## src/pipe_sb_map.svh

```systemverilog
// Register offsets, field positions, reset values and timing counts
`ifndef PIPE_SB_MAP_SVH
`define PIPE_SB_MAP_SVH

`define RA_CTRL 4'h0
`define RA_P2_IN 4'h1
`define RA_P2_OUT 4'h2
`define RA_NONP2 4'h3
`define RA_STAT 4'h4
`define RA_MASK 4'h5
`define RA_STATE 4'h6

`define CTRL_RST 16'h0042
`define P2_IN_RST 16'h0064
`define P2_OUT_RST 16'h003c
`define NONP2_RST 16'h0019
`define ZERO16 16'h0000

`define CB_SATA 0
`define CB_OOB 1
`define CB_CHK 2
`define CB_LOOP 3
`define CF_BURST 6:4

`define EV_PHY 0
`define EV_INIT 1
`define EV_SAS 2
`define EV_WAKE 3
`define EV_PERR 4
`define EV_SEND 5
`define EV_W 6

`define PWR_P0 2'h0
`define PWR_P1 2'h2
`define PWR_P2 2'h3

`define LB_NEAR_PCS 3'h1
`define LB_NEAR_PMA 3'h2
`define LB_FAR_PMA 3'h4
`define LB_FAR_PCS 3'h6

`define SC_OK 3'h0
`define SC_PCIE_DET 3'h3
`define SC_ERR 3'h4
`define SC_SATA_INIT 3'h1
`define SC_SATA_WAKE 3'h2
`define SC_SATA_SAS 3'h3

`define OC_NONE 2'h0
`define OC_WAKE 2'h1
`define OC_INIT 2'h2
`define OC_SAS 2'h3

`define CLK_NS 8
`define RXDET_NS 1000
`define RXDET_CYC ((`RXDET_NS + `CLK_NS - 1) / `CLK_NS)
`define BURST_NS 104
`define BURST_CYC ((`BURST_NS + `CLK_NS - 1) / `CLK_NS)
`define WAKE_GAP_NS 104
`define WAKE_GAP_CYC ((`WAKE_GAP_NS + `CLK_NS - 1) / `CLK_NS)
`define INIT_GAP_NS 320
`define INIT_GAP_CYC ((`INIT_GAP_NS + `CLK_NS - 1) / `CLK_NS)
`define SAS_GAP_NS 960
`define SAS_GAP_CYC ((`SAS_GAP_NS + `CLK_NS - 1) / `CLK_NS)
`define WAKE_MIN_NS 56
`define WAKE_MIN_CYC ((`WAKE_MIN_NS + `CLK_NS - 1) / `CLK_NS)
`define INIT_MIN_NS 200
`define INIT_MIN_CYC ((`INIT_MIN_NS + `CLK_NS - 1) / `CLK_NS)
`define SAS_MIN_NS 640
`define SAS_MIN_CYC ((`SAS_MIN_NS + `CLK_NS - 1) / `CLK_NS)
`define SAS_MAX_NS 1500
`define SAS_MAX_CYC (`SAS_MAX_NS / `CLK_NS)

`define PS_OFF 3'h0
`define PS_7 3'h1
`define PS_15 3'h2
`define PS_23 3'h3
`define PS_31 3'h4
`define T7A 6
`define T7B 5
`define T15A 14
`define T15B 13
`define T23A 22
`define T23B 17
`define T31A 30
`define T31B 27
`define PRBS_SEED 31'h7fffffff

`endif

```

## src/pipe_sb_pkg.sv

```systemverilog
// Types shared by the lane sideband logic
package pipe_sb_pkg;
  typedef logic [15:0] word_t;
  typedef logic [1:0] pwr_t;
  typedef enum logic [1:0] {
    ST_IDLE = 2'b00,
    ST_PWR = 2'b01,
    ST_DET = 2'b10
  } op_state_t;
  typedef enum logic [1:0] {
    SD_IDLE = 2'b00,
    SD_BURST = 2'b01,
    SD_GAP = 2'b10
  } send_state_t;
endpackage : pipe_sb_pkg

```

## src/prbs_lane.sv

```systemverilog
// Pseudo-random pattern generator and self-synchronising checker
`timescale 1ns/1ps
`include "pipe_sb_map.svh"
module prbs_lane (
  input wire logic sys_clk,
  input wire logic rst,
  input wire logic [2:0] sel,
  input wire logic inject,
  input wire logic chk_en,
  input wire logic rx_bit,
  output logic tx_bit,
  output logic err
);
  logic [30:0] gen;
  logic [30:0] chk;
  logic gen_fb;
  logic chk_fb;

  function automatic logic fb(input logic [30:0] s, input logic [2:0] ps);
    case (ps)
      `PS_7: fb = s[`T7A] ^ s[`T7B];
      `PS_15: fb = s[`T15A] ^ s[`T15B];
      `PS_23: fb = s[`T23A] ^ s[`T23B];
      `PS_31: fb = s[`T31A] ^ s[`T31B];
      default: fb = 1'b0;
    endcase
  endfunction : fb

  assign gen_fb = fb(gen, sel);
  assign chk_fb = fb(chk, sel);

  always_ff @(posedge sys_clk) begin
    if (rst || sel == `PS_OFF) begin
      gen <= `PRBS_SEED;
      tx_bit <= 1'b0;
    end else begin
      gen <= {gen[29:0], gen_fb};
      tx_bit <= gen_fb ^ inject;
    end
  end

  // Checker predicts each bit from the last received ones
  always_ff @(posedge sys_clk) begin
    if (rst) begin
      chk <= `PRBS_SEED;
      err <= 1'b0;
    end else begin
      chk <= {chk[29:0], rx_bit};
      err <= chk_en && sel != `PS_OFF && rx_bit != chk_fb;
    end
  end
endmodule : prbs_lane

```

## src/lane_sideband.sv

```systemverilog
// Lane sideband control: power timing, detect, out-of-band, test patterns
// Notes on behaviour
// - P2 entry count, 0..65535, default 100
// - P2 exit count, 0..65535, default 60
// - Other power transitions count, default 25
// - Three-bit loopback select enables a test path
// - Three-bit status code follows chosen format
// - Valid only with symbol lock and data
// - Separate init, SAS and wake detect flags
// - Detect depends on power, idle, disparity
// - Detect request ignored in SATA format
// - Idle request forces transmitter electrical idle
// - Pulse completion after detect or power change
// - Out-of-band detector enable, both protocols
// - Optional receive pattern checker for self test
// - Pattern select chooses transmitted sequence
// - Force-error input corrupts transmitted pattern
// - Error-loop routes receive error to inject
// - COM match after configured burst count
//
// The implementer's own choices: the strobed register port and the placing of the registers.
`timescale 1ns/1ps
`include "pipe_sb_map.svh"
module lane_sideband (
  input wire logic sys_clk,
  input wire logic rst,
  input wire logic [3:0] reg_addr,
  input wire pipe_sb_pkg::word_t reg_wdata,
  input wire logic reg_wr,
  input wire logic reg_rd,
  output pipe_sb_pkg::word_t reg_rdata,
  output logic irq,
  input wire pipe_sb_pkg::pwr_t tx_power_state,
  input wire pipe_sb_pkg::pwr_t rx_power_state,
  input wire logic tx_idle_request,
  input wire logic tx_disparity_mode,
  input wire logic tx_disparity_value,
  input wire logic far_receiver_detect_req,
  input wire logic [2:0] loopback_select,
  input wire logic oob_init_send,
  input wire logic oob_sas_send,
  input wire logic oob_wake_send,
  input wire logic [2:0] tx_pattern_select,
  input wire logic tx_pattern_inject_error,
  input wire logic rx_lock_in,
  input wire logic rx_data_valid_in,
  input wire logic [31:0] rx_word_in,
  input wire logic [3:0] rx_k_in,
  input wire logic rx_pattern_bit_in,
  input wire logic oob_squelch_pin,
  input wire logic far_present_pin,
  output logic [2:0] rx_status_code,
  output logic rx_symbol_valid,
  output logic [31:0] rx_word,
  output logic [3:0] rx_control_char_flags,
  output logic oob_init_detected,
  output logic oob_sas_detected,
  output logic oob_wake_detected,
  output logic oob_send_done,
  output logic phy_op_complete,
  output logic tx_elec_idle,
  output logic tx_oob_burst,
  output logic [3:0] loopback_path,
  output logic tx_pattern_bit,
  output logic rx_pattern_error
);
  import pipe_sb_pkg::*;

  word_t ctrl;
  word_t p2_in;
  word_t p2_out;
  word_t nonp2;
  logic [`EV_W-1:0] stat;
  logic [`EV_W-1:0] mask;
  logic [`EV_W-1:0] ev;
  op_state_t state;
  word_t op_cnt;
  pwr_t pwr_prev;
  logic pwr_chg;
  logic det_ok;
  logic op_done;
  logic sq_meta, sq_s, sq_d;
  logic fp_meta, fp_s;
  logic [7:0] gap;
  logic [2:0] burst_cnt;
  logic [1:0] last_cls;
  logic [1:0] cls;
  logic [3:0] next_burst;
  logic oob_hit;
  send_state_t sd_state;
  logic [7:0] sd_cnt;
  logic [7:0] sd_gap;
  logic [2:0] sd_left;
  logic inject_eff;
  logic chk_rx_bit;
  logic sata;

  assign sata = ctrl[`CB_SATA];

  function automatic logic [1:0] gap_class(input logic [7:0] g);
    if (g < 8'(`WAKE_MIN_CYC)) gap_class = `OC_NONE;
    else if (g < 8'(`INIT_MIN_CYC)) gap_class = `OC_WAKE;
    else if (g < 8'(`SAS_MIN_CYC)) gap_class = `OC_INIT;
    else if (g <= 8'(`SAS_MAX_CYC)) gap_class = `OC_SAS;
    else gap_class = `OC_NONE;
  endfunction : gap_class

  // Register writes
  always_ff @(posedge sys_clk) begin
    if (rst) begin
      ctrl <= `CTRL_RST;
      p2_in <= `P2_IN_RST;
      p2_out <= `P2_OUT_RST;
      nonp2 <= `NONP2_RST;
      mask <= '0;
    end else if (reg_wr) begin
      case (reg_addr)
        `RA_CTRL: ctrl <= reg_wdata;
        `RA_P2_IN: p2_in <= reg_wdata;
        `RA_P2_OUT: p2_out <= reg_wdata;
        `RA_NONP2: nonp2 <= reg_wdata;
        `RA_MASK: mask <= reg_wdata[`EV_W-1:0];
        default: ;
      endcase
    end
  end

  // Register reads, one cycle later; status clears on read, set wins
  always_ff @(posedge sys_clk) begin
    if (rst) begin
      reg_rdata <= '0;
    end else if (reg_rd) begin
      case (reg_addr)
        `RA_CTRL: reg_rdata <= ctrl;
        `RA_P2_IN: reg_rdata <= p2_in;
        `RA_P2_OUT: reg_rdata <= p2_out;
        `RA_NONP2: reg_rdata <= nonp2;
        `RA_STAT: reg_rdata <= 16'(stat);
        `RA_MASK: reg_rdata <= 16'(mask);
        `RA_STATE: reg_rdata <= {5'h00, rx_lock_in, loopback_path,
          rx_status_code, state, sd_state != SD_IDLE};
        default: reg_rdata <= '0;
      endcase
    end else begin
      reg_rdata <= '0;
    end
  end

  assign ev = {oob_send_done, rx_pattern_error, oob_wake_detected,
    oob_sas_detected, oob_init_detected, phy_op_complete};

  always_ff @(posedge sys_clk) begin
    if (rst) begin
      stat <= '0;
      irq <= 1'b0;
    end else begin
      stat <= ((reg_rd && reg_addr == `RA_STAT) ? '0 : stat) | ev;
      irq <= |(stat & mask);
    end
  end

  // Two-flop synchronisers for pins from the analog side
  always_ff @(posedge sys_clk) begin
    if (rst) begin
      sq_meta <= 1'b0;
      sq_s <= 1'b0;
      sq_d <= 1'b0;
      fp_meta <= 1'b0;
      fp_s <= 1'b0;
    end else begin
      sq_meta <= oob_squelch_pin;
      sq_s <= sq_meta;
      sq_d <= sq_s;
      fp_meta <= far_present_pin;
      fp_s <= fp_meta;
    end
  end

  // Power-state change and receiver-detect sequencing
  assign pwr_chg = tx_power_state != pwr_prev;
  assign det_ok = far_receiver_detect_req && !sata
    && tx_power_state == `PWR_P1 && rx_power_state == `PWR_P1
    && tx_idle_request && !tx_disparity_mode
    && !tx_disparity_value;
  assign op_done = (state == ST_PWR || state == ST_DET) && op_cnt == '0
    && !pwr_chg;

  always_ff @(posedge sys_clk) begin
    if (rst) begin
      state <= ST_IDLE;
      op_cnt <= '0;
      pwr_prev <= `PWR_P0;
    end else begin
      pwr_prev <= tx_power_state;
      if (pwr_chg) begin
        state <= ST_PWR;
        if (tx_power_state == `PWR_P2) op_cnt <= p2_in;
        else if (pwr_prev == `PWR_P2) op_cnt <= p2_out;
        else op_cnt <= nonp2;
      end else begin
        case (state)
          ST_IDLE: begin
            if (det_ok) begin
              state <= ST_DET;
              op_cnt <= 16'(`RXDET_CYC - 1);
            end
          end
          ST_PWR, ST_DET: begin
            if (op_cnt == '0) state <= ST_IDLE;
            else op_cnt <= op_cnt - 16'h0001;
          end
          default: state <= ST_IDLE;
        endcase
      end
    end
  end

  always_ff @(posedge sys_clk) begin
    if (rst) phy_op_complete <= 1'b0;
    else phy_op_complete <= op_done;
  end

  // Status code in the selected format
  always_ff @(posedge sys_clk) begin
    if (rst) begin
      rx_status_code <= `SC_OK;
    end else if (!sata) begin
      if (op_done && state == ST_DET && fp_s)
        rx_status_code <= `SC_PCIE_DET;
      else if (rx_pattern_error) rx_status_code <= `SC_ERR;
      else rx_status_code <= `SC_OK;
    end else begin
      if (oob_hit && cls == `OC_INIT) rx_status_code <= `SC_SATA_INIT;
      else if (oob_hit && cls == `OC_WAKE)
        rx_status_code <= `SC_SATA_WAKE;
      else if (oob_hit && cls == `OC_SAS) rx_status_code <= `SC_SATA_SAS;
      else if (rx_pattern_error) rx_status_code <= `SC_ERR;
      else rx_status_code <= `SC_OK;
    end
  end

  // Receive word and valid
  always_ff @(posedge sys_clk) begin
    if (rst) begin
      rx_symbol_valid <= 1'b0;
      rx_word <= '0;
      rx_control_char_flags <= '0;
    end else begin
      rx_symbol_valid <= rx_lock_in && rx_data_valid_in;
      rx_word <= rx_word_in;
      rx_control_char_flags <= rx_k_in;
    end
  end

  // Out-of-band detect: classify each idle gap, count matching bursts
  assign cls = gap_class(gap);
  assign next_burst = (cls == last_cls) ? 4'(burst_cnt) + 4'h1 : 4'h1;
  assign oob_hit = ctrl[`CB_OOB] && sq_s && !sq_d && cls != `OC_NONE
    && next_burst >= 4'(ctrl[`CF_BURST]);

  always_ff @(posedge sys_clk) begin
    if (rst) begin
      gap <= '0;
      burst_cnt <= '0;
      last_cls <= `OC_NONE;
    end else begin
      if (sq_s) gap <= '0;
      else if (gap != 8'hff) gap <= gap + 8'h01;
      if (!ctrl[`CB_OOB]) begin
        burst_cnt <= '0;
        last_cls <= `OC_NONE;
      end else if (sq_s && !sq_d) begin
        last_cls <= cls;
        if (cls == `OC_NONE || oob_hit) burst_cnt <= '0;
        else burst_cnt <= next_burst[2:0];
      end
    end
  end

  always_ff @(posedge sys_clk) begin
    if (rst) begin
      oob_init_detected <= 1'b0;
      oob_sas_detected <= 1'b0;
      oob_wake_detected <= 1'b0;
    end else begin
      oob_init_detected <= oob_hit && cls == `OC_INIT;
      oob_sas_detected <= oob_hit && cls == `OC_SAS;
      oob_wake_detected <= oob_hit && cls == `OC_WAKE;
    end
  end

  // Out-of-band transmit: bursts separated by gaps, then done pulse
  always_ff @(posedge sys_clk) begin
    if (rst) begin
      sd_state <= SD_IDLE;
      sd_cnt <= '0;
      sd_gap <= '0;
      sd_left <= '0;
      tx_oob_burst <= 1'b0;
      oob_send_done <= 1'b0;
    end else begin
      oob_send_done <= 1'b0;
      case (sd_state)
        SD_IDLE: begin
          if (oob_init_send || oob_sas_send || oob_wake_send) begin
            if (oob_init_send) sd_gap <= 8'(`INIT_GAP_CYC);
            else if (oob_sas_send) sd_gap <= 8'(`SAS_GAP_CYC);
            else sd_gap <= 8'(`WAKE_GAP_CYC);
            sd_left <= ctrl[`CF_BURST];
            sd_cnt <= 8'(`BURST_CYC - 1);
            if (ctrl[`CF_BURST] == 3'h0) begin
              oob_send_done <= 1'b1;
            end else begin
              sd_state <= SD_BURST;
              tx_oob_burst <= 1'b1;
            end
          end
        end
        SD_BURST: begin
          if (sd_cnt == '0) begin
            sd_state <= SD_GAP;
            sd_cnt <= sd_gap - 8'h01;
            tx_oob_burst <= 1'b0;
          end else begin
            sd_cnt <= sd_cnt - 8'h01;
          end
        end
        SD_GAP: begin
          if (sd_cnt != '0) begin
            sd_cnt <= sd_cnt - 8'h01;
          end else if (sd_left == 3'h1) begin
            sd_state <= SD_IDLE;
            oob_send_done <= 1'b1;
          end else begin
            sd_left <= sd_left - 3'h1;
            sd_state <= SD_BURST;
            sd_cnt <= 8'(`BURST_CYC - 1);
            tx_oob_burst <= 1'b1;
          end
        end
        default: sd_state <= SD_IDLE;
      endcase
    end
  end

  // Electrical idle and loopback path decode
  always_ff @(posedge sys_clk) begin
    if (rst) begin
      tx_elec_idle <= 1'b1;
      loopback_path <= '0;
    end else begin
      tx_elec_idle <= tx_idle_request
        || (!sata && tx_power_state != `PWR_P0);
      case (loopback_select)
        `LB_NEAR_PCS: loopback_path <= 4'h1;
        `LB_NEAR_PMA: loopback_path <= 4'h2;
        `LB_FAR_PMA: loopback_path <= 4'h4;
        `LB_FAR_PCS: loopback_path <= 4'h8;
        default: loopback_path <= 4'h0;
      endcase
    end
  end

  // Pattern test; near-end PCS loopback feeds the checker from the generator
  assign inject_eff = tx_pattern_inject_error
    || (ctrl[`CB_LOOP] && rx_pattern_error);
  assign chk_rx_bit = loopback_path[0] ? tx_pattern_bit : rx_pattern_bit_in;

  prbs_lane u_prbs (
    .sys_clk(sys_clk),
    .rst(rst),
    .sel(tx_pattern_select),
    .inject(inject_eff),
    .chk_en(ctrl[`CB_CHK]),
    .rx_bit(chk_rx_bit),
    .tx_bit(tx_pattern_bit),
    .err(rx_pattern_error)
  );

  a_p2_entry_load: assert property (@(posedge sys_clk) disable iff (rst)
    pwr_chg && tx_power_state == `PWR_P2 |=> op_cnt == $past(p2_in))
    else $error("P2 entry count not loaded");
  a_p2_exit_load: assert property (@(posedge sys_clk) disable iff (rst)
    pwr_chg && pwr_prev == `PWR_P2 && tx_power_state != `PWR_P2
    |=> state == ST_PWR && op_cnt == $past(p2_out))
    else $error("P2 exit count not loaded");
  a_nonp2_load: assert property (@(posedge sys_clk) disable iff (rst)
    pwr_chg && pwr_prev != `PWR_P2 && tx_power_state != `PWR_P2
    |=> op_cnt == $past(nonp2))
    else $error("Non-P2 count not loaded");
  a_op_done_pulse: assert property (@(posedge sys_clk) disable iff (rst)
    state == ST_PWR && op_cnt == 16'h0001 && !pwr_chg
    ##1 !pwr_chg |=> phy_op_complete ##1 !phy_op_complete)
    else $error("Completion pulse wrong");
  a_valid_lock: assert property (@(posedge sys_clk) disable iff (rst)
    rx_symbol_valid |-> $past(rx_lock_in) && $past(rx_data_valid_in))
    else $error("Valid without lock");
  a_sata_no_det: assert property (@(posedge sys_clk) disable iff (rst)
    sata && state == ST_IDLE && !pwr_chg |=> state != ST_DET)
    else $error("Detect started in SATA format");
  a_det_window: assert property (@(posedge sys_clk) disable iff (rst)
    state == ST_IDLE && det_ok && !pwr_chg |=> state == ST_DET
    && op_cnt == 16'(`RXDET_CYC - 1))
    else $error("Detect not started");
  a_err_loop: assert property (@(posedge sys_clk) disable iff (rst)
    ctrl[`CB_LOOP] && rx_pattern_error && tx_pattern_select != `PS_OFF
    |=> tx_pattern_bit == !$past(u_prbs.gen_fb))
    else $error("Error loop did not inject");
  a_oob_gated: assert property (@(posedge sys_clk) disable iff (rst)
    !$past(ctrl[`CB_OOB]) |-> !oob_init_detected && !oob_wake_detected
    && !oob_sas_detected)
    else $error("OOB flag while detector off");
  a_loop_near: assert property (@(posedge sys_clk) disable iff (rst)
    loopback_select == `LB_NEAR_PCS |=> loopback_path == 4'h1)
    else $error("Loopback decode wrong");
endmodule : lane_sideband

```

## config.mk

```make
export PLATFORM = sky130hd
export DESIGN_NAME = lane_sideband
export DESIGN_NICKNAME = d
export VERILOG_FILES = /design/src/pipe_sb_pkg.sv /design/src/prbs_lane.sv /design/src/lane_sideband.sv
export VERILOG_INCLUDE_DIRS = /design/src
export SDC_FILE = /design/constraint.sdc
export NUM_CORES = 1
export LEC_CHECK = 0
export BUFFER_PORTS_ARGS = -buffer_cell sky130_fd_sc_hd__buf_2
export CORE_MARGIN = 5
export CORE_UTILIZATION = 64
export CTS_BUF_LIST = sky130_fd_sc_hd__clkbuf_8
export CTS_CLUSTER_SIZE = 30
export DETAILED_ROUTE_END_ITERATION = 10
export MAX_ROUTING_LAYER = met4
export PLACE_DENSITY = 0.88
export SLEW_MARGIN = 10
export SYNTH_ARGS = -nofsm -noshare
export SYNTH_HDL_FRONTEND = slang
export SYNTH_HIERARCHICAL = 1
export SYNTH_SLANG_ARGS = --single-unit
export TNS_END_PERCENT = 30
```

## constraint.sdc

```tcl
create_clock -name sys_clk -period 4.9 [get_ports sys_clk]
set_clock_uncertainty 0.15 [all_clocks]
set_input_delay 0.735 -clock sys_clk [delete_from_list [all_inputs] [get_ports sys_clk]]
set_output_delay 0.735 -clock sys_clk [all_outputs]
set_load 0.02 [all_outputs]
```

==> results.toml, run 1 <==
[status]
run_status = "finished clean"

[logic_synthesis]
syn_area_per_cell_um2 = 8.82
synth-compound-area-share_pct = 16.6
syn_inst = 1230
synth-xor-area-share_pct = 1.75
syn_area_um2 = 10800
synthDistinctLibCells = 87
synth_edf_count = 0
synth_fa_ha_area_share_pct = 1.96
yosysSeqAreaShare_pct = 48.5
synth_area_leaders = "dfxtp_1, nand2_1, a21oi_1"
synth_top_area_share_pct = 48.5
synthMuxAreaShare_pct = 2.21
async_reset_ff_share_pct = 0
synth_area_leader_cell = "dfxtp_1"
yosys.area_share.simple_pct = 24.8
synth_top_family_by_area = "simple AND/OR/NAND/NOR gates"
yosys_warnings = 6
synth_ff_type = "dfxtp_1"
ys_ff_latch = 263
syn_nets = 1330

[placed_design]
io_buffers = 152
post-place-ws_ns = 1.66
placed_area_um2 = 11600
gp_congestion = 0.968
post-dp-hpwl_mm = 18.8
place_inst = 1537

[clocking]
clk_pin_slew_ns = 0.06
postCtsSetupBuffers = 0
cts_tree = "yes"
ctsRootBufferMaster = "clkbuf_8"
insertion_delay_ns = 0.55
cts_hold_buffers = 0
h-tree-depth = 2
cts_resized = 0
cts_buffers = 40
cts.sinks = 263
clk_path_buf_depth = 3

[routing]
first_pass_iters = 5
drc = 0
post_drt_via_cell_ratio = 5.92
drt_wl_total_mm = 28.2
drt_iter0_drc = 943
wl_per_cell_um = 17.5
drtAntennaViolNets = 0
vias = 9553

[sta]
final.setup.tns_ns = 0
fmax_mhz = 305
hold_viol = 0
slew_headroom_pct = 27.1
maxSlewViolCount = 0
fin_crit_sh_pct = 66.9
fin_crit_ns = 3.28
setup_viol = 0
fin_hold_ws_ns = 0.246
worst_slew_pin_slew_ns = 1.09
rsz0062_at_grt = "false"
post-route-worst-setup-slack_ns = 1.62

[grt]
grt_pass1_wl_mm = 45.4
antenna_found_initial = 4
grt_usage_pct = 28.5
grt_pass1_vias = 9206
overflow = 0
grt_max_degree = 89

[finish]
fillers = 1188
final_cell_area_um2 = 12500
regArea_um2 = 5270
final_nets = 1459
final_util_pct = 75.1
multi_input_area_um2 = 5140
drive_above_1_share_pct = 21.0
syn_to_final_growth_pct = 14.8
final_cells = 1613

[power_and_ir_drop]
p_per_area_nw_per_um2 = 396
irDropWorstVdd_v = 0.000352
power_mw = 4.94
total_leakage_power_nw = 5.03

[job]
cap_violations = 0

[critical_path]
arrival_ns = 3.60
start_kind = "register"
crit_type = "reg2reg"
worstPathMaxFanout = 6
cp.required_ns = 5.23
critPathCaptureType = "register"

[worst_hold_path]
min-delay-path-class = "in2reg"

[die]
dieArea_um2 = 19700
io_pins = 153
chipWidth_um = 140
rows = 47
die_h_um = 140
start_util_pct = 65.4
coreArea_um2 = 16600
[layout make-up]
| class | instances | share of cell area [%] |
|---|---|---|
| multi-input combinational | 863 | 41.2 |
| clock buffer | 54 | 5.97 |
| timing repair buffer | 162 | 6.76 |
| tap | 220 | 2.21 |
| antenna | 5 | 0.100 |
| sequential | 263 | 42.3 |
| clock inverter | 17 | 0.593 |
| inverter | 29 | 0.874 |
[per-layer routing]
metal,up-vias,track usage (%),routed length [um]
met4,0,9.18,774
met3,81,8.45,3400
met2,554,43.5,12700
li1,4537,-,-
met1,4381,36.6,11300
met5,-,-,0
[sequential cells by signal, indices dropped and copies added, names as in the netlist, 3 cells and up]
register,count
nonp2,16
reg_rdata,16
stat,6
p2_out,16
op_cnt,16
gap,8
loopback_path,4
rx_word,32
sd_gap,4
sd_left,3
mask,6
u_prbs/chk,31
p2_in,16
u_prbs/gen,31
ctrl,16
rx_status_code,3
burst_cnt,3
sd_cnt,8
rx_control_char_flags,4
[power by group]
| group | switching [mW] | internal, mW |
|---|---|---|
| Clock | 0.829 | 0.981 |
| Combinational | 0.502 | 0.310 |
| Sequential | 0.0850 | 2.23 |
[path summary, 6_finish.rpt]
path	endpoint	depth (start not counted)	from	slack [ns]
max reg2reg	rx_status_code[2]	13	gap[0]	1.62
min	rx_control_char_flags[1]	2	rx_k_in[1]	0.25
max	rx_status_code[2]	13	gap[0]	1.62
min reg2reg	u_prbs/gen[26]	1	u_prbs/gen[25]	0.26
[synth_stat cells, drive strengths merged (3+ instances only)]
cell / n
mux2i: 18
o21ai: 44
xnor2: 9
nand2b: 8
a31oi: 13
a211oi: 3
o31ai: 6
inv: 28
and3: 16
nor2: 81
mux2: 5
nor2b: 52
a221oi: 8
or3: 35
nand2: 195
nor4: 9
nand3: 42
o21a: 3
a21oi: 112
or2: 34
a22oi: 32
buf: 25
nand3b: 4
clkbuf: 50
or4: 3
a32o: 4
a311oi: 11
a21o: 5
ha: 17
nor3: 24
and2: 7
o22ai: 4
nor3b: 8
nand4: 5
xor2: 11
dfxtp: 263
[layout by cell type, fill, tap and decap left out, types with 7 or more instances in the layout]
cell type and count:
a21oi_1 111, a22oi_1 32, a311oi_1 11, a31oi_1 12, and3_1 15, buf_2 151, buf_4 10, clkbuf_8 54
dfxtp_1 263, ha_1 17, inv_1 42, mux2i_1 18, nand2_1 195, nand2b_1 8, nand3_1 42, nor2_1 81
nor2b_1 52, nor3_1 20, nor3b_1 7, o21ai_0 23, o21ai_1 18, or2_2 34, or3_1 34, xnor2_1 7
xor2_1 11
[kinds of logic after synthesis]
kind of cell               after synthesis
xor gates and xnor gates                20
AOI/OAI and AO/OA                      270
buffers and inverters                  104
and+or+nand+nor                        533
DFF                                    263
adders and majority gates               17
muxes                                   23
[worst max-delay path, cell delays in order (launching register included)]
cell      delay [ns]
dfxtp_1         0.34
ha_1            0.25
a211oi_1        0.32
nand2_1         0.15
a21boi_4        0.18
xnor2_2         0.30
and3_4          0.25
ha_1            0.21
nand2b_1        0.14
a21o_1          0.17
a21oi_1         0.19
inv_1           0.12
a31oi_4         0.23
o2111a_1        0.22
Power figures use the tool's default switching activity.
==> run 2: changes to the inputs <==
--- a/config.mk
+++ b/config.mk
@@ -6,14 +6,15 @@
 export SDC_FILE = /design/constraint.sdc
 export NUM_CORES = 1
 export LEC_CHECK = 0
+export ABC_AREA = 1
 export BUFFER_PORTS_ARGS = -buffer_cell sky130_fd_sc_hd__buf_2
 export CORE_MARGIN = 5
-export CORE_UTILIZATION = 64
+export CORE_UTILIZATION = 59
 export CTS_BUF_LIST = sky130_fd_sc_hd__clkbuf_8
 export CTS_CLUSTER_SIZE = 30
 export DETAILED_ROUTE_END_ITERATION = 10
 export MAX_ROUTING_LAYER = met4
-export PLACE_DENSITY = 0.88
+export PLACE_DENSITY = 0.82
 export SLEW_MARGIN = 10
 export SYNTH_ARGS = -nofsm -noshare
 export SYNTH_HDL_FRONTEND = slang
==> constraint.sdc (replaced) <==
create_clock -name sys_clk -period 3.15 [get_ports sys_clk]
set_clock_uncertainty 0.15 [all_clocks]
set_input_delay 0.4725 -clock sys_clk [delete_from_list [all_inputs] [get_ports sys_clk]]
set_output_delay 0.4725 -clock sys_clk [all_outputs]
set_load 0.02 [all_outputs]
==> results.toml, run 2 <==
[status]
run_status = "finished clean"

[sta]
setup_viol = 0
fin_crit_sh_pct = 85.4
rsz0062_at_grt = "false"
final.setup.tns_ns = 0
fmax_mhz = 372
hold_viol = 0
worst_slew_pin_slew_ns = 0.881
slew_headroom_pct = 41.1
fin_crit_ns = 2.69
maxSlewViolCount = 0

[die]
dieArea_um2 = 21000
die_h_um = 145
io_pins = 153
chipWidth_um = 145
coreArea_um2 = 17900
rows = 49
start_util_pct = 59.8

[logic_synthesis]
synth-xor-area-share_pct = 1.31
syn_area_um2 = 10700
synth_edf_count = 0
syn_inst = 1389
yosys_warnings = 6
synth_top_family_by_area = "simple AND/OR/NAND/NOR gates"
synth_fa_ha_area_share_pct = 1.99
synth_area_leader_cell = "dfxtp_1"
synth-compound-area-share_pct = 17.2
synthDistinctLibCells = 50
syn_nets = 1489
synthMuxAreaShare_pct = 0
async_reset_ff_share_pct = 0
ys_ff_latch = 263
synth_ff_type = "dfxtp_1"
synth_most_common_cell = "dfxtp_1"
yosys.area_share.simple_pct = 20.3
syn_area_per_cell_um2 = 7.71
synth_top_area_share_pct = 49.1
yosysSeqAreaShare_pct = 49.1
synthTopCellsByCount = "dfxtp_1, inv_1, nand2_1, nor2_1, o21ai_0"
synth_area_leaders = "dfxtp_1, inv_1, nand2_1"

[finish]
final_nets = 1687
final_cell_mix = "dfxtp_1, inv_1, nand2_1, buf_2, nor2_1"
largest_reg_flops = 32
reg_top3 = "rx_word x32, u_prbs/chk x31, u_prbs/gen x31"
mostFrequentLayoutCell = "dfxtp_1"
drive_above_1_share_pct = 18.4
syn_to_final_growth_pct = 20.1
final_cell_area_um2 = 12900
top_register = "rx_word"

[routing]
drt_wl_total_mm = 28.4
first_pass_iters = 6
vias = 9948
post_drt_via_cell_ratio = 5.39
drt_iter0_drc = 602
drc = 0
drtAntennaViolNets = 0
wl_per_cell_um = 15.4

[critical_path]
crit_top_cell = "nand2_2"
crit_type = "reg2reg"
worst-path-buf-inv = 2
reg2reg_slack_ns = 0.46
cp.required_ns = 3.49
cpLargestDelayFamily = "simple AND/OR/NAND/NOR gates"
arrival_ns = 3.03
start_kind = "register"
timing.rr.end = "burst_cnt[1]"
reg2reg_depth = 18
critical-path-slowest-cell = "dfxtp_1"
r2r_start = "gap[0]"
worstPathCellList = "ha_1 -> inv_1 -> nor2_1 -> nand2_1 -> nand2_2 -> nand2_2 -> nand2_2 -> nand3_1 -> nand4_1 -> inv_1 -> ha_1 -> o21ai_0 -> nand2_1 -> a21oi_1 -> nand2_2 -> nand2_4 -> nand3_1 -> a21oi_1"
critPathCaptureType = "register"
worstPathMaxFanout = 6
max_stage_delay_ns = 0.37

[clocking]
cts_tree = "yes"
insertion_delay_ns = 0.55
h-tree-depth = 2
clk_pin_slew_ns = 0.06
cts_buffers = 41
cts_resized = 0
cts.sinks = 263
clk_path_buf_depth = 3
ctsRootBufferMaster = "clkbuf_8"

[worst_hold_path]
min_path_cells = 3
min_from = "rx_lock_in"
min-delay-path-class = "in2reg"
min_delay_worst_endpoint = "rx_symbol_valid"

[placed_design]
gp_congestion = 0.920
io_buffers = 152
post-dp-hpwl_mm = 18.9
placed_area_um2 = 11600

[grt]
grt_pass1_wl_mm = 45.2
grt_pass1_vias = 9611
grt_max_degree = 87
grt_usage_pct = 27.4
antenna_found_initial = 6
overflow = 0

[power_and_ir_drop]
power_mw = 7.79
total_leakage_power_nw = 6.06
p_per_area_nw_per_um2 = 606
irDropWorstVdd_v = 0.000472

[job]
cap_violations = 0
## run 2: cell count changes after synthesis, sizes merged, moves of 28 or more
cell / previous run / this run
a22oi: 32 / 0
nor2: 81 / 160
o21ai: 44 / 136
nor2b: 52 / 0
or3: 35 / 0
inv: 28 / 228
nand2: 195 / 223
## run 2: area by class of cell
type                       instances  area (um2)
clock inverter                    19         134
sequential                       263        5270
tap                              229         287
multi-input combinational        849        4380
antenna                            6        15.0
timing repair buffer             203        1270
clock buffer                      48         661
inverter                         229         860
fill                            1388        5040
## run 2: worst register-to-register path, stage by stage, from the launching register on
cell and delay [ns]:
dfxtp_1 0.37, ha_1 0.20, inv_1 0.06, nor2_1 0.10, nand2_1 0.07, nand2_2 0.10, nand2_2 0.07, nand2_2 0.09
nand3_1 0.13, nand4_1 0.15, inv_1 0.06, ha_1 0.26, o21ai_0 0.16, nand2_1 0.07, a21oi_1 0.17, nand2_2 0.11
nand2_4 0.11, nand3_1 0.10, a21oi_1 0.13
## run 2: timing repair
action / CTS / global route
buffers inserted: 0 / 0
endpoints found under the hold margin: 42 / 0
hold buffers: 44 / 0
endpoints found under the setup margin: 0 / 0
## run 2: per-layer routing
layer | share of wire (%) | routed length (um) | up-vias | track usage [%]
li1 | - | - | 4881 | -
met4 | 3.5 | 991 | 0 | 11.6
met3 | 8.4 | 2390 | 93 | 6.15
met2 | 49 | 13800 | 442 | 46.1
met1 | 40 | 11200 | 4532 | 31.4
met5 | 0 | 0 | - | -
## run 2: per-stage QoR
step / hold slack [ns] / instances / setup slack (ns) / utilization [%]
6_report: 0.0228 / 1846 / 0.458 / 71.9
5_1_grt: 0.0517 / 1846 / 0.183 / 71.9
4_1_cts: 0.0109 / 1840 / 0.457 / 71.8
3_5_place_dp: 0.244 / 1729 / 0.472 / 64.9
3_3_place_gp: 0.240 / 1729 / 0.559 / 64.9
2_1_floorplan: 0.237 / 1389 / 0.750 / -
## run 2: cell families after synthesis
family	count (synthesis)
simple gates	484
buf+inv	277
xor+xnor	16
compound gates	332
flops	263
fa+ha+maj	17
## run 2: how the worst max path moves through the flow
stage	startpoint	end	cells past startpoint
after global placement	gap[0]	burst_cnt[0]	18
after floorplan	gap[0]	burst_cnt[1]	19
after detailed placement	gap[0]	burst_cnt[1]	18
final	gap[0]	burst_cnt[1]	18
after global routing	gap[0]	burst_cnt[2]	20
after CTS	gap[0]	burst_cnt[1]	18
## run 2: power breakdown
part / internal, mW / switching (mW)
logic: 0.499 / 0.864
clock network: 1.54 / 1.28
registers: 3.49 / 0.110
total: 5.53 / 2.26
==> run 3: changes to the inputs <==
--- a/config.mk
+++ b/config.mk
@@ -8,7 +8,7 @@
 export LEC_CHECK = 0
 export ABC_AREA = 1
 export BUFFER_PORTS_ARGS = -buffer_cell sky130_fd_sc_hd__buf_2
-export CORE_MARGIN = 5
+export CORE_MARGIN = 2
 export CORE_UTILIZATION = 59
 export CTS_BUF_LIST = sky130_fd_sc_hd__clkbuf_8
 export CTS_CLUSTER_SIZE = 30
==> results.toml, run 3 (synthesis gave the netlist of run 2 again) <==
[status]
run_status = "finished clean"

[clocking]
clk_pin_slew_ns = 0.06
cts_hold_buffers = 45
cts_resized = 0
cts_buffers = 42
postCtsSetupBuffers = 0
h-tree-depth = 2
ctsRootBufferMaster = "clkbuf_8"
clk_path_buf_depth = 3
insertion_delay_ns = 0.56
cts_tree = "yes"
cts.sinks = 263

[placed_design]
post-place-ws_ns = 0.479
gp_congestion = 0.935
place_inst = 1730
io_buffers = 152
post-dp-hpwl_mm = 18.2
placed_area_um2 = 11600

[finish]
final_cell_mix = "dfxtp_1, inv_1, nand2_1, buf_2, nor2_1"
final_cell_area_um2 = 12900
multi_input_area_um2 = 4380
largest_reg_flops = 32
fillers = 1378
final_util_pct = 72.2
regArea_um2 = 5270
final_nets = 1690
drive_above_1_share_pct = 18.6
reg_top3 = "rx_word x32, u_prbs/chk x31, u_prbs/gen x31"
top_register = "rx_word"
mostFrequentLayoutCell = "dfxtp_1"
final_cells = 1848
syn_to_final_growth_pct = 20.6

[critical_path]
max_stage_delay_ns = 0.37
crit_type = "reg2reg"
crit_top_cell = "nand2_2"
cpLargestDelayFamily = "simple AND/OR/NAND/NOR gates"
start_kind = "register"
critical-path-slowest-cell = "dfxtp_1"
arrival_ns = 3.05
worstPathMaxFanout = 6
worstPathCellList = "ha_1 -> inv_1 -> nor2_1 -> nand2_1 -> nand2_2 -> nand2_2 -> nand2_2 -> nand3_1 -> nand4_1 -> inv_1 -> ha_1 -> o21ai_0 -> nand2_1 -> a21oi_1 -> nand2_2 -> nand2_4 -> nand3_1 -> a21oi_1"
worst-path-buf-inv = 2
critPathCaptureType = "register"
cp.required_ns = 3.47

[sta]
fmax_mhz = 366
fin_crit_sh_pct = 86.7
worst_slew_pin_slew_ns = 0.863
final.setup.tns_ns = 0
maxSlewViolCount = 0
fin_crit_ns = 2.73
hold_viol = 0
slew_headroom_pct = 42.3
post-route-worst-setup-slack_ns = 0.420
setup_viol = 0
rsz0062_at_grt = "false"

[routing]
wl_met2_mm = 13.0
drt_iter0_drc = 832
wl_per_cell_um = 14.9
first_pass_iters = 5
wl_met3_mm = 2.01
vias = 9872
top_layer = "met4"
wl_met1_mm = 11.5
drc = 0
drt_wl_total_mm = 27.5
drtAntennaViolNets = 0
post_drt_via_cell_ratio = 5.34

[die]
die_h_um = 139
start_util_pct = 59.8
rows = 49
dieArea_um2 = 19300
io_pins = 153
coreArea_um2 = 17900
chipWidth_um = 139

[grt]
antenna_found_initial = 3
grt_pass1_vias = 9411
grt_pass1_wl_mm = 44.4
grt_max_degree = 99
overflow = 0
grt_usage_pct = 28.6

[power_and_ir_drop]
total_leakage_power_nw = 6.08
p_per_area_nw_per_um2 = 609
irDropWorstVdd_v = 0.000481

[job]
cap_violations = 0

[worst_hold_path]
min-delay-path-class = "in2reg"
==> run 3: cell types whose count changed in the layout (fill, tap and decap cells not counted), sizes merged <==
cell         previous run  this run
clkbuf                 48        54
clkinv                  5         3
diode                   6         4
inv                   241       239
buf                   159       160
bufinv                  2         1
clkinvlp                0         1
dlygate4sd3            44        45
==> run 3: area by class of cell <==
cell class,instances,share of cell area [%]
Tap cell,229,2.22
Sequential cell,263,40.7
Clock inverter,15,0.746
Timing Repair Buffer,205,9.95
Multi-Input combinational cell,849,33.9
Antenna cell,4,0.0775
Inverter,229,6.65
Clock buffer,54,5.75
==> run 3: report_power, final <==
group,internal (mW),switching (mW),leakage (nW),total (mW)
clock network,1.61,1.29,0.470,2.91
logic,0.498,0.865,3.47,1.36
registers,3.49,0.108,2.15,3.60
==> run 3: path summary, 6_finish.rpt <==
check	from	to	slack [ns]	cells after the start
setup / recovery	gap[0]	burst_cnt[2]	0.42	18
hold / removal	reg_wdata[6]	p2_in[6]	0.05	3
setup reg to reg	gap[0]	burst_cnt[2]	0.42	18
hold reg to reg	u_prbs/chk[15]	u_prbs/chk[16]	0.24	1
==> run 3: worst register-to-register path, stage by stage, from the launching register on <==
cell	delay (ns)
dfxtp_1	0.37
ha_1	0.21
inv_1	0.07
nor2_1	0.14
nand2_1	0.08
nand2_2	0.10
nand2_2	0.06
nand2_2	0.09
nand3_1	0.12
nand4_1	0.14
inv_1	0.05
ha_1	0.26
o21ai_0	0.17
nand2_1	0.07
a21oi_1	0.15
nand2_2	0.11
nand2_4	0.10
nand3_1	0.07
a21oi_1	0.13
==> run 3: stage by stage <==
step / power, mW / hold slack (ns)
2_1_floorplan: 4.62 / 0.237
3_3_place_gp: 4.91 / 0.240
3_5_place_dp: 4.95 / 0.243
4_1_cts: 7.88 / 0.0335
5_1_grt: 8.22 / 0.0429
6_report: 7.87 / 0.0478
==> run 3: per-layer routing <==
layer | GRT usage (%) | up-vias
met5 | - | -
met2 | 47.6 | 401
li1 | - | 4874
met1 | 34.0 | 4512
met4 | 12.5 | 0
met3 | 5.56 | 85
